<file path="src/core/spp_pkg.sv">
package spp_pkg;

    // Register byte addresses on the CPU port.
    localparam logic [15:0] ADDR_CTRL1 = 16'h00d0;
    localparam logic [15:0] ADDR_BAUD = 16'h00d2;
    localparam logic [15:0] ADDR_STATUS = 16'h00d3;
    localparam logic [15:0] ADDR_DATA = 16'h00d5;
    localparam logic [15:0] ADDR_PORT = 16'h00d6;
    localparam logic [15:0] ADDR_DIR = 16'h00d7;
    localparam logic [15:0] ADDR_PURD = 16'h00db;

    // Bit positions in spi_control_one.
    localparam int CR1_SPI_IRQ_ENABLE = 7;
    localparam int CR1_SPE = 6;
    localparam int CR1_SWOM = 5;
    localparam int CR1_MASTER_SELECT = 4;
    localparam int CR1_CPOL = 3;
    localparam int CR1_CPHA = 2;
    localparam int CR1_SSOE = 1;
    localparam int CR1_LSBF = 0;

    // Bit positions in port_pullup_drive_ctrl.
    localparam int PD_LOW_HI = 6;
    localparam int PD_LOW_MID = 5;
    localparam int PD_LOW_LO = 4;
    localparam int PD_PU_HI = 2;
    localparam int PD_PU_MID = 1;
    localparam int PD_PU_LO = 0;

    // Pin positions of the shared functions.
    localparam int PIN_SS = 7;
    localparam int PIN_SCK = 6;
    localparam int PIN_MOSI = 5;
    localparam int PIN_MISO = 4;
    localparam int PIN_TXD = 1;
    localparam int PIN_RXD = 0;

    // Reset values and writable masks.
    localparam logic [7:0] CTRL1_RST = 8'h04;
    localparam logic [7:0] BAUD_RST = 8'h00;
    localparam logic [7:0] BAUD_MASK = 8'h07;
    localparam logic [7:0] DIR_RST = 8'h00;
    localparam logic [7:0] PURD_RST = 8'h07;
    localparam logic [7:0] PURD_MASK = 8'h77;
    localparam logic [7:0] PIN_IDLE = 8'hff;

    // Sixteen clock edges carry one byte; the last edge ends it.
    localparam logic [3:0] LAST_EDGE = 4'hf;

    typedef enum {SPP_IDLE, SPP_RUN} spp_state_t;

endpackage

</file>
<file path="src/core/spp_port.sv">
// Operation
// - Master with slave-select low sets mode fault.
// - Pin 7 output blocks and clears mode fault.
// - Status read then control write clears fault.
// - Data reads buffered; idle writes load shifter directly.
// - Eight shifts exchange bytes through shared ring.
// - Reset leaves SPI data contents untouched.
// - Port read: inputs show pin, outputs latch.
// - Port writes never move serially driven pins.
// - Reset clears all direction bits.
// - Direction bit one drives, zero inputs.
// - Two-wire serial forces receive in, transmit out.
// - SPI inputs forced; SPI outputs need direction.
// - Slave: pin 7 select; master: direction chooses.
// - Pins 2 and 3 are plain I/O.
// - Three group bits reduce output drive.
// - Three group pull-ups, off for outputs.
// - Mode fault forces enable to read zero.
// - Interrupt on transfer done or mode fault.
// - Slave output needs direction, select low, slave.
`timescale 1ns/100ps
module spp_port (
    input wire logic clock,
    input wire logic reset,
    input wire logic [15:0] addr,
    input wire logic [7:0] wr_data,
    input wire logic wr_stb,
    input wire logic rd_stb,
    output logic [7:0] rd_data,
    input wire logic [7:0] ps_in,
    output logic [7:0] ps_out,
    output logic [7:0] ps_oe,
    output logic [7:0] ps_pullup,
    output logic [7:0] ps_low_drive,
    input wire logic sci_tx_en,
    input wire logic sci_rx_en,
    input wire logic sci_txd,
    output logic sci_rxd,
    output logic spi_irq
);

    ////////////////////////////////////////////////////////////////////////
    // Bit position of serial bit k, honouring the bit order select.
    function automatic logic [2:0] bit_pos(input logic [2:0] k,
                                           input logic lsbf);
        bit_pos = lsbf ? k : 3'h7 - k;
    endfunction

    logic [7:0] sync1_r, sync2_r, sync3_r, pin_f_r, pin_f_nxt;
    logic [7:0] ctrl1_r, ctrl1_nxt, baud_r, baud_nxt, dir_r, dir_nxt;
    logic [7:0] purd_r, purd_nxt, port_r, port_nxt;
    logic transfer_complete_flag_r, transfer_complete_flag_nxt, wcol_r, wcol_nxt, mode_fault_flag_r, mode_fault_flag_nxt;
    logic transfer_complete_flag_seen_r, transfer_complete_flag_seen_nxt, wcol_seen_r, wcol_seen_nxt;
    logic mode_fault_flag_seen_r, mode_fault_flag_seen_nxt;
    spp_pkg::spp_state_t state_r, state_nxt;
    logic [3:0] edge_r, edge_nxt;
    logic [7:0] div_r, div_nxt, half;
    logic sck_r, sck_nxt, out_r, out_nxt, sck_seen_r, sck_seen_nxt;
    logic [7:0] shift_r, shift_nxt, rxbuf_r, rxbuf_nxt;
    logic [7:0] out_pins_nxt, oe_pins_nxt, pu_nxt, low_nxt, rd_nxt;
    logic spe_eff, master_select, master_on, slave_on, ss_in, in_bit, lsbf, cpha;
    logic data_acc, wr_dreg, wr_ctrl1, rd_status, edge_hit, done;
    logic mode_fault_flag_set, busy;

    ////////////////////////////////////////////////////////////////////////
    // Pin inputs pass three flops; a change counts when stages two and
    // three agree, which rejects a single-cycle glitch on a slow line.
    always_comb begin
        pin_f_nxt = ((sync2_r ~^ sync3_r) & sync3_r)
                  | ((sync2_r ^ sync3_r) & pin_f_r);
    end

    always_ff @(posedge clock) begin
        if (reset) begin
            sync1_r <= spp_pkg::PIN_IDLE;
            sync2_r <= spp_pkg::PIN_IDLE;
            sync3_r <= spp_pkg::PIN_IDLE;
            pin_f_r <= spp_pkg::PIN_IDLE;
        end else begin
            sync1_r <= ps_in;
            sync2_r <= sync1_r;
            sync3_r <= sync2_r;
            pin_f_r <= pin_f_nxt;
        end
    end

    // Decoded access strobes and effective operating mode.
    assign data_acc = (wr_stb | rd_stb) && addr == spp_pkg::ADDR_DATA;
    assign wr_dreg = wr_stb && addr == spp_pkg::ADDR_DATA;
    assign wr_ctrl1 = wr_stb && addr == spp_pkg::ADDR_CTRL1;
    assign rd_status = rd_stb && addr == spp_pkg::ADDR_STATUS;
    assign spe_eff = ctrl1_r[spp_pkg::CR1_SPE] & ~mode_fault_flag_r;
    assign master_select = ctrl1_r[spp_pkg::CR1_MASTER_SELECT];
    assign master_on = spe_eff & master_select;
    assign slave_on = spe_eff & ~master_select;
    assign lsbf = ctrl1_r[spp_pkg::CR1_LSBF];
    assign cpha = ctrl1_r[spp_pkg::CR1_CPHA];
    assign ss_in = pin_f_r[spp_pkg::PIN_SS];
    assign busy = state_r == spp_pkg::SPP_RUN;
    assign mode_fault_flag_set = ctrl1_r[spp_pkg::CR1_SPE] & master_select
                    & ~dir_r[spp_pkg::PIN_SS] & ~ss_in;
    assign spi_irq = ctrl1_r[spp_pkg::CR1_SPI_IRQ_ENABLE] & (transfer_complete_flag_r | mode_fault_flag_r);
    assign sci_rxd = pin_f_r[spp_pkg::PIN_RXD];

    ////////////////////////////////////////////////////////////////////////
    // Software registers and the status flags. A hardware set always
    // wins over a clear in the same cycle, so no event is lost.
    always_comb begin
        ctrl1_nxt = wr_ctrl1 ? wr_data : ctrl1_r;
        baud_nxt = baud_r;
        dir_nxt = dir_r;
        purd_nxt = purd_r;
        port_nxt = port_r;
        if (wr_stb && addr == spp_pkg::ADDR_BAUD) begin
            baud_nxt = wr_data & spp_pkg::BAUD_MASK;
        end
        if (wr_stb && addr == spp_pkg::ADDR_DIR) begin
            dir_nxt = wr_data;
        end
        if (wr_stb && addr == spp_pkg::ADDR_PURD) begin
            purd_nxt = wr_data & spp_pkg::PURD_MASK;
        end
        if (wr_stb && addr == spp_pkg::ADDR_PORT) begin
            port_nxt = wr_data;
        end
        transfer_complete_flag_seen_nxt = rd_status ? transfer_complete_flag_r : transfer_complete_flag_seen_r;
        wcol_seen_nxt = rd_status ? wcol_r : wcol_seen_r;
        mode_fault_flag_seen_nxt = rd_status ? mode_fault_flag_r : mode_fault_flag_seen_r;
        transfer_complete_flag_nxt = (transfer_complete_flag_r & ~(data_acc & transfer_complete_flag_seen_r)) | done;
        wcol_nxt = (wcol_r & ~(data_acc & wcol_seen_r)) | (wr_dreg & busy);
        if (data_acc) begin
            transfer_complete_flag_seen_nxt = 1'b0;
            wcol_seen_nxt = 1'b0;
        end
        mode_fault_flag_nxt = (mode_fault_flag_r & ~(wr_ctrl1 & mode_fault_flag_seen_r)) | mode_fault_flag_set;
        if (wr_ctrl1) begin
            mode_fault_flag_seen_nxt = 1'b0;
        end
        if (dir_r[spp_pkg::PIN_SS]) begin
            mode_fault_flag_nxt = 1'b0;
        end
    end

    always_ff @(posedge clock) begin
        if (reset) begin
            ctrl1_r <= spp_pkg::CTRL1_RST;
            baud_r <= spp_pkg::BAUD_RST;
            dir_r <= spp_pkg::DIR_RST;
            purd_r <= spp_pkg::PURD_RST;
            transfer_complete_flag_r <= 1'b0;
            wcol_r <= 1'b0;
            mode_fault_flag_r <= 1'b0;
            transfer_complete_flag_seen_r <= 1'b0;
            wcol_seen_r <= 1'b0;
            mode_fault_flag_seen_r <= 1'b0;
        end else begin
            ctrl1_r <= ctrl1_nxt;
            baud_r <= baud_nxt;
            dir_r <= dir_nxt;
            purd_r <= purd_nxt;
            transfer_complete_flag_r <= transfer_complete_flag_nxt;
            wcol_r <= wcol_nxt;
            mode_fault_flag_r <= mode_fault_flag_nxt;
            transfer_complete_flag_seen_r <= transfer_complete_flag_seen_nxt;
            wcol_seen_r <= wcol_seen_nxt;
            mode_fault_flag_seen_r <= mode_fault_flag_seen_nxt;
        end
        port_r <= port_nxt;
    end

    ////////////////////////////////////////////////////////////////////////
    // Shift engine. Even edges are leading clock edges, odd ones trailing.
    // The outgoing bit is held in out_r so that sampling into the same
    // shifter position never disturbs the line before the shift edge.
    assign half = 8'h01 << baud_r[2:0];
    assign in_bit = master_select ? pin_f_r[spp_pkg::PIN_MISO]
                         : pin_f_r[spp_pkg::PIN_MOSI];
    assign edge_hit = busy && (master_select ? div_r == half - 8'h01
                                    : pin_f_r[spp_pkg::PIN_SCK] != sck_seen_r);
    assign done = edge_hit && edge_r == spp_pkg::LAST_EDGE;

    always_comb begin
        state_nxt = state_r;
        edge_nxt = edge_r;
        div_nxt = busy ? div_r + 8'h01 : 8'h00;
        sck_nxt = sck_r;
        sck_seen_nxt = pin_f_r[spp_pkg::PIN_SCK];
        out_nxt = out_r;
        shift_nxt = shift_r;
        rxbuf_nxt = rxbuf_r;
        if (wr_dreg && !busy) begin
            shift_nxt = wr_data;
            out_nxt = wr_data[bit_pos(3'h0, lsbf)];
        end
        if (!busy) begin
            sck_nxt = ctrl1_r[spp_pkg::CR1_CPOL];
            edge_nxt = 4'h0;
            if ((master_on && wr_dreg) || (slave_on && !ss_in)) begin
                state_nxt = spp_pkg::SPP_RUN;
            end
        end else if (!spe_eff || (!master_select && ss_in)) begin
            state_nxt = spp_pkg::SPP_IDLE; // Abort leaves shifter as is.
        end else if (edge_hit) begin
            div_nxt = 8'h00;
            sck_nxt = ~sck_r;
            edge_nxt = edge_r + 4'h1;
            if (edge_r[0] == cpha) begin
                shift_nxt[bit_pos(edge_r[3:1], lsbf)] = in_bit;
            end else begin
                out_nxt = shift_r[bit_pos(edge_r[3:1] + {2'h0, ~cpha}, lsbf)];
            end
            if (done) begin
                state_nxt = spp_pkg::SPP_IDLE;
                rxbuf_nxt = shift_nxt;
            end
        end
    end

    // Data holders take no reset, so a reset keeps their contents.
    always_ff @(posedge clock) begin
        if (reset) begin
            state_r <= spp_pkg::SPP_IDLE;
            edge_r <= 4'h0;
            div_r <= 8'h00;
            sck_r <= 1'b0;
            out_r <= 1'b0;
            sck_seen_r <= 1'b1;
        end else begin
            state_r <= state_nxt;
            edge_r <= edge_nxt;
            div_r <= div_nxt;
            sck_r <= sck_nxt;
            out_r <= out_nxt;
            sck_seen_r <= sck_seen_nxt;
        end
        shift_r <= shift_nxt;
        rxbuf_r <= rxbuf_nxt;
    end

    ////////////////////////////////////////////////////////////////////////
    // Pin ownership. General-purpose use is the default; serial functions
    // then override. Wired-OR mode on the upper group releases a one.
    always_comb begin
        oe_pins_nxt = dir_r;
        out_pins_nxt = port_r;
        if (sci_rx_en) begin
            oe_pins_nxt[spp_pkg::PIN_RXD] = 1'b0;
        end
        if (sci_tx_en) begin
            oe_pins_nxt[spp_pkg::PIN_TXD] = 1'b1;
            out_pins_nxt[spp_pkg::PIN_TXD] = sci_txd;
        end
        if (master_on) begin
            oe_pins_nxt[spp_pkg::PIN_MISO] = 1'b0;
            out_pins_nxt[spp_pkg::PIN_MOSI] = out_r;
            out_pins_nxt[spp_pkg::PIN_SCK] = sck_r;
            if (!dir_r[spp_pkg::PIN_SS]) begin
                oe_pins_nxt[spp_pkg::PIN_SS] = 1'b0;
            end else if (ctrl1_r[spp_pkg::CR1_SSOE]) begin
                out_pins_nxt[spp_pkg::PIN_SS] = ~busy;
            end
        end else if (slave_on) begin
            oe_pins_nxt[spp_pkg::PIN_MOSI] = 1'b0;
            oe_pins_nxt[spp_pkg::PIN_SCK] = 1'b0;
            oe_pins_nxt[spp_pkg::PIN_SS] = 1'b0;
            oe_pins_nxt[spp_pkg::PIN_MISO] = dir_r[spp_pkg::PIN_MISO]
                                           & ~ss_in;
            out_pins_nxt[spp_pkg::PIN_MISO] = out_r;
        end
        if (ctrl1_r[spp_pkg::CR1_SWOM]) begin
            oe_pins_nxt[spp_pkg::PIN_SS:spp_pkg::PIN_MISO] =
                oe_pins_nxt[spp_pkg::PIN_SS:spp_pkg::PIN_MISO]
                & ~out_pins_nxt[spp_pkg::PIN_SS:spp_pkg::PIN_MISO];
        end
        low_nxt = {{4{purd_r[spp_pkg::PD_LOW_HI]}},
                   {2{purd_r[spp_pkg::PD_LOW_MID]}},
                   {2{purd_r[spp_pkg::PD_LOW_LO]}}};
        pu_nxt = {{4{purd_r[spp_pkg::PD_PU_HI]}},
                  {2{purd_r[spp_pkg::PD_PU_MID]}},
                  {2{purd_r[spp_pkg::PD_PU_LO]}}} & ~oe_pins_nxt;
    end

    ////////////////////////////////////////////////////////////////////////
    // Read multiplexer; data stands only in the cycle after the strobe.
    always_comb begin
        case (addr)
            spp_pkg::ADDR_CTRL1: begin
                rd_nxt = ctrl1_r;
                rd_nxt[spp_pkg::CR1_SPE] = spe_eff;
            end
            spp_pkg::ADDR_BAUD: rd_nxt = baud_r;
            spp_pkg::ADDR_STATUS: rd_nxt = {transfer_complete_flag_r, wcol_r, 1'b0, mode_fault_flag_r, 4'h0};
            spp_pkg::ADDR_DATA: rd_nxt = rxbuf_r;
            spp_pkg::ADDR_PORT: rd_nxt = (port_r & dir_r)
                                       | (pin_f_r & ~dir_r);
            spp_pkg::ADDR_DIR: rd_nxt = dir_r;
            spp_pkg::ADDR_PURD: rd_nxt = purd_r;
            default: rd_nxt = 8'h00;
        endcase
    end

    always_ff @(posedge clock) begin
        if (reset) begin
            rd_data <= 8'h00;
            ps_out <= 8'h00;
            ps_oe <= 8'h00;
            ps_pullup <= 8'h00;
            ps_low_drive <= 8'h00;
        end else begin
            rd_data <= rd_stb ? rd_nxt : 8'h00;
            ps_out <= out_pins_nxt;
            ps_oe <= oe_pins_nxt;
            ps_pullup <= pu_nxt;
            ps_low_drive <= low_nxt;
        end
    end
endmodule // spp_port

</file>
<file path="config.mk">
export PLATFORM = sky130hd
export DESIGN_NAME = spp_port
export DESIGN_NICKNAME = d
export VERILOG_FILES = /design/src/core/spp_pkg.sv /design/src/core/spp_port.sv
export SDC_FILE = /design/constraint.sdc
export NUM_CORES = 1
export LEC_CHECK = 0
export ABC_CLOCK_PERIOD_IN_PS = 7550
export BUFFER_PORTS_ARGS = -buffer_cell sky130_fd_sc_hd__buf_2
export CAP_MARGIN = 25
export CORE_MARGIN = 2
export CORE_UTILIZATION = 25
export DETAILED_ROUTE_END_ITERATION = 6
export HOLD_SLACK_MARGIN = 0.15
export PLACE_DENSITY = 0.46
export SLEW_MARGIN = 30
export SYNTH_ARGS = -nofsm -noshare
export SYNTH_HDL_FRONTEND = slang
export SYNTH_SLANG_ARGS = --single-unit
export TNS_END_PERCENT = 5
</file>
<file path="constraint.sdc">
create_clock -name clock -period 7.55 [get_ports clock]
set_clock_uncertainty 0.2 [all_clocks]
set_input_delay 1.51 -clock clock [delete_from_list [all_inputs] [get_ports clock]]
set_output_delay 1.51 -clock clock [all_outputs]
set_load 0.05 [all_outputs]
</file>
# Word-level counts from Yosys, hierarchy flattened
# Index checks and enable logic that the tools add are counted.
# word_totals
reg_bits	171
latchBits	0
ramBits	0
rom_bits	0
in_bits	39
out_inout_bits	42
wordCells	180
n_memories	0
# classes
add_sub_neg	6
n_mul	0
div_mod_pow	0
magnitude_cmp	4
n_eq_ne	16
shift	1
muxes	49
bitwise_logic	45
reduce_logical	31
# ops
operator	n
2-to-1 mux 32 bit	5
equality test 16 x 8 -> 1 bit (second input constant)	7
2-to-1 mux 8 bit	9
one-hot mux 8 bit (7 select lines)	1
bitwise AND 8 bit	5
equality test 32 x 2 -> 1 bit (second input constant)	1
2-to-1 mux 1 bit	23
NOT 8 bit	2
bitwise OR 8 bit	2
bitwise AND 1 bit	15
logical AND 1 bit	15
< comparator 3 x 4 -> 1 bit (second input constant)	3
2-to-1 mux 3 bit	4
NOT 1 bit	12
OR reduction 2 bit	5
adder 8 x 1 -> 8 bit (second input constant)	1
bitwise mux 8 bit	1
equality test 8 bit	1
2-to-1 mux 4 bit	2
<< shifter 1 x 3 -> 8 bit (first input constant)	1
subtractor 8 x 1 -> 8 bit (second input constant)	1
bitwise XNOR 8 bit	1
bitwise XOR 8 bit	1
binary-select mux 1 bit (select 3 bit)	2
20 further kinds	32

# Logic depth before layout (Yosys ltp)
# Gate-level depths: netlist of the first run.
# depth
word_depth	11
mapped_depth	10
mapped_depth_nobuf	8

# Least setup slack after synthesis of the first run
# No wires, ideal clock.
# synth_timing
kind	input port to flip-flop
start	input addr[9]
end	register port_r[0], enable pin
setup_ps	332
t_arrival_ps	3267
required_time_ps	7018
path_slack_ps	3751
path_stages	6
path_buffers	2
path_cell_list	nor4b_1 -> nand3_1 -> clkbuf_1 -> nor4b_2 -> clkbuf_1 -> and2_1
# synth_between
elab_chain_cells	2
# synth_rtl
item	line_no	rtl
start: declaration	spp_port.sv:25	input wire logic [15:0] addr,
equality test 16 x 8 -> 1 bit	spp_port.sv:123	if (wr_stb && addr == spp_pkg::ADDR_PORT) begin
logical AND 1 bit	spp_port.sv:123	
end signal: assignment	spp_port.sv:168	port_r <= port_nxt;
end: declaration	spp_port.sv:51	logic [7:0] purd_r, purd_nxt, port_r, port_nxt;
# No other way between the ends.
# A chain may end at the register's enable or synchronous reset.

# Final worst setup path of the first run
# layout_timing
start	input addr[9]
end	register port_r[5], enable pin
# The elaborated chain is that of the path after synthesis.

==> results.toml, run 1 <==
[cts]
cts_resized = 0
h-tree-depth = 4
clkTransAtPathRegs_ps = 60
cts-root-buf = "clkbuf_16"
cts_inserted_buffers = 17
clock_path_buffers = 2
cts_tree = "done"
ctsHoldBuffers = 0
clock-sinks = 138
clk_latency_ps = 420
postCtsSetupBuffers = 0

[route]
drt_iter0_markers = 322
totalWireLength_um = 15800
vias_per_cell = 4.51
drc = 0
firstDrtPassIters = 5
routedWlPerCell_um = 16.0
route.vias.total = 4482
ant_nets = 0

[sta]
hold_viol_final = 0
finalCritPeriodShare_pct = 52.3
finalSetupTns_ps = 0
rsz0062_at_grt = "false"
max_freq_mhz = 253
slew-limit-headroom_pct = 35.5
drv_slew = 0
min_period_ps = 3950
whs_ps = 207
worstMarginPinSlew_ps = 965
setup_violations = 0

[power]
ir_drop_uv = 154
p_per_area_nw_per_um2 = 237
leakagePower_nw = 2.81

[global_routing]
antenna_found_initial = 1
grt_max_degree = 82
grt_pass1_wl_um = 24600
grt.overflow.total = 0
track_usage_pct = 13.3
grt_pass1_vias = 4285

[placed_design]
place.port_buffers = 80
hpwl_um = 11500
place_area_um2 = 6520
place_congestion = 0.823

[finish]
final_cell_mix = "dfxtp_1 (122), buf_2 (80), nand2_1 (69), mux2i_1 (48), nor2_1 (41)"
regArea_um2 = 2920
fin_area_um2 = 7150
drive_above_1_share_pct = 23.3
fillers = 2465
final_common_cell = "dfxtp_1"
finalNetCount = 713
multi_input_area_um2 = 2720
area_delta_synth_final_pct = 21.7
finish.utilization_pct = 30.7
insertedDiodeCount = 0

[setup_path]
reg2reg_from = "baud_r[0]$_SDFFE_PP0P_"
r2r_cells = 7
cp_data_arrival_time_ps = 3820
r2r_slack_ps = 3930
path_buf_inv = 2
r2r-end = "rxbuf_r[6]$_DFFE_PP_"
worstSetupStartpointType = "input port"
crit_fanout = 12
required_ps = 7420
crit_type = "input port to register"
cp_slowest_stage_delay_ps = 840
path_cells = "buf_2 > nor4b_1 > nand3_1 > nor4b_2 > buf_4 > and2_1"
slowest_stage = "nor4b_2"
cp_top_family = "simple AND/OR/NAND/NOR gates"
end_kind = "register"

[synth]
ys_seq_area_share_pct = 49.8
syn_area_um2 = 5870
avgSynthCellArea_um2 = 9.89
synthDistinctLibCells = 57
syn_nets = 646
synth_ff_type = "dfxtp_1"
yosys_warnings = 0
async_reset_ff_share_pct = 0
synthCells = 594
synth_edf_count = 16
ys_seq_elements = 138

[status]
status = "completed"

[min_path]
min_from = "sync1_r[4]$_SDFF_PP1_"
whs_endpoint = "sync2_r[4]$_SDFF_PP1_"
min_path_type = "register to register"
hold_path_depth = 1

[job]
maxCapViolations = 0

[die]
die-area_um2 = 24700
coreArea_um2 = 23300
die_x_um = 157
die_h_um = 157
io_pins = 81
fp-row-count = 56
start_util_pct = 25.2
-- routing by layer --
layer  wire length (um)  global-route usage, %  part of all wire, %
met5                 16                      0                 0.10
met1               7680                   17.8                   48
met4                136                   4.16                 0.86
met3                855                   3.83                  5.4
met2               7160                   20.6                   45
-- final cells by class --
type | count | area share [%]
Inverter | 12 | 0.630
Tap cell | 319 | 5.59
Sequential cell | 138 | 40.9
Multi-Input combinational cell | 406 | 38.0
Timing Repair Buffer | 86 | 6.23
Clock buffer | 20 | 6.39
Clock inverter | 12 | 2.22
-- worst max path at each step --
stage,from,endpoint,slack [ps],cells past startpoint
final,addr[9],port_r[5]$_DFFE_PP_,3600,6
after detailed placement,addr[9],port_r[4]$_DFFE_PP_,3180,6
after CTS,addr[9],port_r[5]$_DFFE_PP_,3630,6
after floorplan,addr[9],port_r[0]$_DFFE_PP_,3750,6
after global placement,addr[9],port_r[4]$_DFFE_PP_,3230,6
after global routing,addr[5],port_r[6]$_DFFE_PP_,3450,6
-- power breakdown --
part | switching, mW | internal (mW)
Combinational | 0.0474 | 0.0215
Clock | 0.330 | 0.542
Sequential | 0.00460 | 0.752
-- cell usage after synthesis, drive strengths merged, types with 7 or more instances --
library cell  number  area, um2
or2               25        156
nor2b             14       87.6
o21ai             11       55.1
nand2b             7       43.8
edfxtp            16        480
a211o              8       70.1
nor2              41        154
nor3              11       55.1
a31oi              8       50.1
dfxtp            122       2440
and3               7       43.8
or3                8       55.1
mux2i             48        480
nand3             20        100
xor2               8       70.1
a222oi             7       70.1
a21oi             31        155
ha                13        163
buf               14        114
clkbuf            24       90.1
xnor2             12        105
nand2             69        259
nand4             11       75.1
inv               11       41.3
-- metrics by stage --
step | power, mW | setup WS [ps] | cells
after floorplan | 0.812 | 3750 | 594
after global placement | 0.842 | 3230 | 961
after detailed placement | 0.842 | 3180 | 961
after CTS | 1.72 | 3630 | 993
after global routing | 1.76 | 3450 | 993
final | 1.70 | 3600 | 993
-- state kept, by name (all words and copies together) (netlist names), 3 cells and up --
register	count
rxbuf_r	8
div_r	8
baud_r	3
sync2_r	8
ps_pullup	8
ps_out	8
ps_oe	8
dir_r	8
sync1_r	8
shift_r	8
pin_f_r	8
sync3_r	8
purd_r	6
rd_data	8
edge_r	4
ps_low_drive	3
port_r	8
ctrl1_r	8
-- worst register-to-register path, stage by stage, from the launching register on --
cell and delay, ps:
dfxtp_1 510, or3b_2 480, ha_1 290, xnor2_1 160
a2111oi_4 340, nand4_2 190, o32ai_4 620, and3_1 480
-- kinds of logic (layout without fill, tap and decap cells) --
kind of cell    Yosys count  count (layout)  share of synthesized area, %
simple gates            231             231                          20.0
fa+ha+maj                13              13                          2.77
flops                   138             138                          49.8
mux                      53              53                          9.52
xor+xnor                 20              20                          2.98
compound gates           89              89                          10.7
buf+inv                  50             130                          4.24
Power figures use the tool's default switching activity.
==> run 2: changes to the inputs <==
ABC_AREA = 1   (was default)
ABC_CLOCK_PERIOD_IN_PS = 4100   (was 7550)
clock period = 4.1 ns   (was 7.55 ns; I/O delays follow)
==> run 2 against run 1 <==
Net effect: largest power group unchanged; highest routed layer is now met4; critical path type is now register to register; die area is 2.7% higher; worst setup slack worse by 2400 ps; via count is 13% higher; total power is 81% higher; global-route usage is 0.12 points higher; final area is 2.4% higher; flip-flop and latch count stayed put; clock power is 78% higher.
==> results.toml, run 2 <==
[die]
die_h_um = 159
io_pins = 81
start_util_pct = 25.5
coreArea_um2 = 23600
fp-row-count = 56
die-area_um2 = 25400
die_x_um = 159

[setup_path]
cp_data_arrival_time_ps = 2750
slowest_stage = "nor2_1"
cp_slowest_stage_delay_ps = 540
required_ps = 3940
cpMostUsedCell = "nand2_1"
reg2reg_from = "baud_r[1]$_SDFFE_PP0P_"
path_cells = "inv_1 > nand3_1 > ha_1 > inv_1 > nand2_1 > nand2_1 > nor2_1 > nand2_1 > nand2_1 > nand3_2 > nand2_4 > nand2_4 > nor2_1"
worstSetupStartpointType = "register"
cp-startpoint = "baud_r[1]$_SDFFE_PP0P_"
crit_fanout = 13
end_kind = "register"
crit_type = "register to register"

[power]
leakagePower_nw = 3.09
p_per_area_nw_per_um2 = 419
ir_drop_uv = 246

[sta]
drv_slew = 0
slew-limit-headroom_pct = 46.1
finalCritPeriodShare_pct = 71.0
rsz0062_at_grt = "false"
finalSetupTns_ps = 0
max_freq_mhz = 344
worstMarginPinSlew_ps = 806
setup_violations = 0
hold_viol_final = 0
min_period_ps = 2910

[synth]
synthDistinctLibCells = 43
yosysMostFrequentCell = "nand2_1"
synth_edf_count = 16
yosys-top-cells-count = "nand2_1 (163), dfxtp_1 (122), nor2_1 (87), inv_1 (81), a21oi_1 (46)"
yosysTopAreaCell = "dfxtp_1"
ys_seq_elements = 138
syn_area_um2 = 6030
synth_area_leaders = "dfxtp_1 (40%), nand2_1 (10%), edfxtp_1 (8.0%)"
async_reset_ff_share_pct = 0
yosys_warnings = 0
avgSynthCellArea_um2 = 7.93
synth_top_area_share_pct = 40.5
synthCells = 761
ys_seq_area_share_pct = 48.5
syn_nets = 813
synth_ff_type = "dfxtp_1"

[cts]
clock_path_buffers = 2
h-tree-depth = 4
cts_tree = "done"
clkTransAtPathRegs_ps = 60
ctsHoldBuffers = 0
cts_inserted_buffers = 17
postCtsSetupBuffers = 0
cts_resized = 0
cts-root-buf = "clkbuf_16"
clock-sinks = 138
clk_latency_ps = 420

[route]
vias_per_cell = 4.31
route.vias.total = 5050
ant_nets = 0
routedWlPerCell_um = 14.0
routed.top_layer = "met4"
firstDrtPassIters = 5
totalWireLength_um = 16300
drt_iter0_markers = 318
wl_met2_um = 7600
wl_met3_um = 622
drt-met1-wl_um = 7910
drc = 0

[global_routing]
grt_pass1_wl_um = 26800
grt_max_degree = 53
track_usage_pct = 13.4
grt_pass1_vias = 4977
grt.overflow.total = 0
antenna_found_initial = 0

[placed_design]
hpwl_um = 12400
place_congestion = 0.793
place.port_buffers = 80

[status]
status = "completed"

[job]
maxCapViolations = 0

[finish]
final_common_cell = "nand2_1"
finish.utilization_pct = 31.0
finalNetCount = 892
final_cell_mix = "nand2_1 (163), dfxtp_1 (122), nor2_1 (87), inv_1 (81), buf_2 (80)"
insertedDiodeCount = 0
drive_above_1_share_pct = 20.5
area_delta_synth_final_pct = 21.3

[min_path]
min_path_type = "register to register"
min_from = "sync1_r[3]$_SDFF_PP1_"
## run 2: stage by stage
stage | instance area (um2) | worst slack (ps) | hold slack [ps] | std cells | total power [mW]
2_1_floorplan | 6030 | 1450 | 189 | 761 | 1.50
3_3_place_gp | 6710 | 1240 | 194 | 1140 | 1.55
3_5_place_dp | 6710 | 1190 | 196 | 1140 | 1.55
4_1_cts | 7320 | 1170 | 212 | 1171 | 3.11
5_1_grt | 7320 | 908 | 220 | 1171 | 3.18
6_report | 7320 | 1190 | 208 | 1171 | 3.07
## run 2: cells by family after synthesis
logic type               after synthesis  synth area share (%)
AND/OR/NAND/NOR                      357                  26.5
flip-flops                           138                  48.5
AO/OA/AOI/OAI                        128                  12.3
buffers and inverters                111                  7.97
adder cells (fa/ha/maj)               13                  2.70
XOR/XNOR                              12                  1.74
multiplexers                           2                 0.332
## run 2: final cells by class
cell class              count  area, um2
inverters                  87        332
flip-flops and latches    138       2920
multi-input cells         512       2630
repair buffers             84        430
well taps                 319        399
fillers                  2556      16300
clock inverters            10        101
clock buffers              21        504
## run 2: final timing paths
path                                 to  slack [ps]  depth (start not counted)
setup / recovery   rxbuf_r[3]$_DFFE_PP_        1190                         13
hold / removal    sync2_r[3]$_SDFF_PP1_         210                          1
setup reg to reg   rxbuf_r[3]$_DFFE_PP_        1190                         13
hold reg to reg   sync2_r[3]$_SDFF_PP1_         210                          1
## run 2: power breakdown
part	leakage (nW)	total [mW]	switching (mW)	internal [mW]
registers	1.12	1.39	0.00798	1.38
logic	1.68	0.127	0.0874	0.0394
clock network	0.296	1.55	0.601	0.948
## run 2: worst max-delay path, delay by kind of cell, from the launching register on
kind	cells	cell delay (ps)
simple gates	10	1370
flops	1	500
fa+ha+maj	1	240
buf+inv	2	210
## run 2: routing by layer
layer / global-route usage [%] / vias to the layer above
met5: 0 / -
met4: 4.26 / 0
met3: 3.05 / 13
met2: 21.9 / 107
met1: 17.6 / 2303
li1: - / 2627
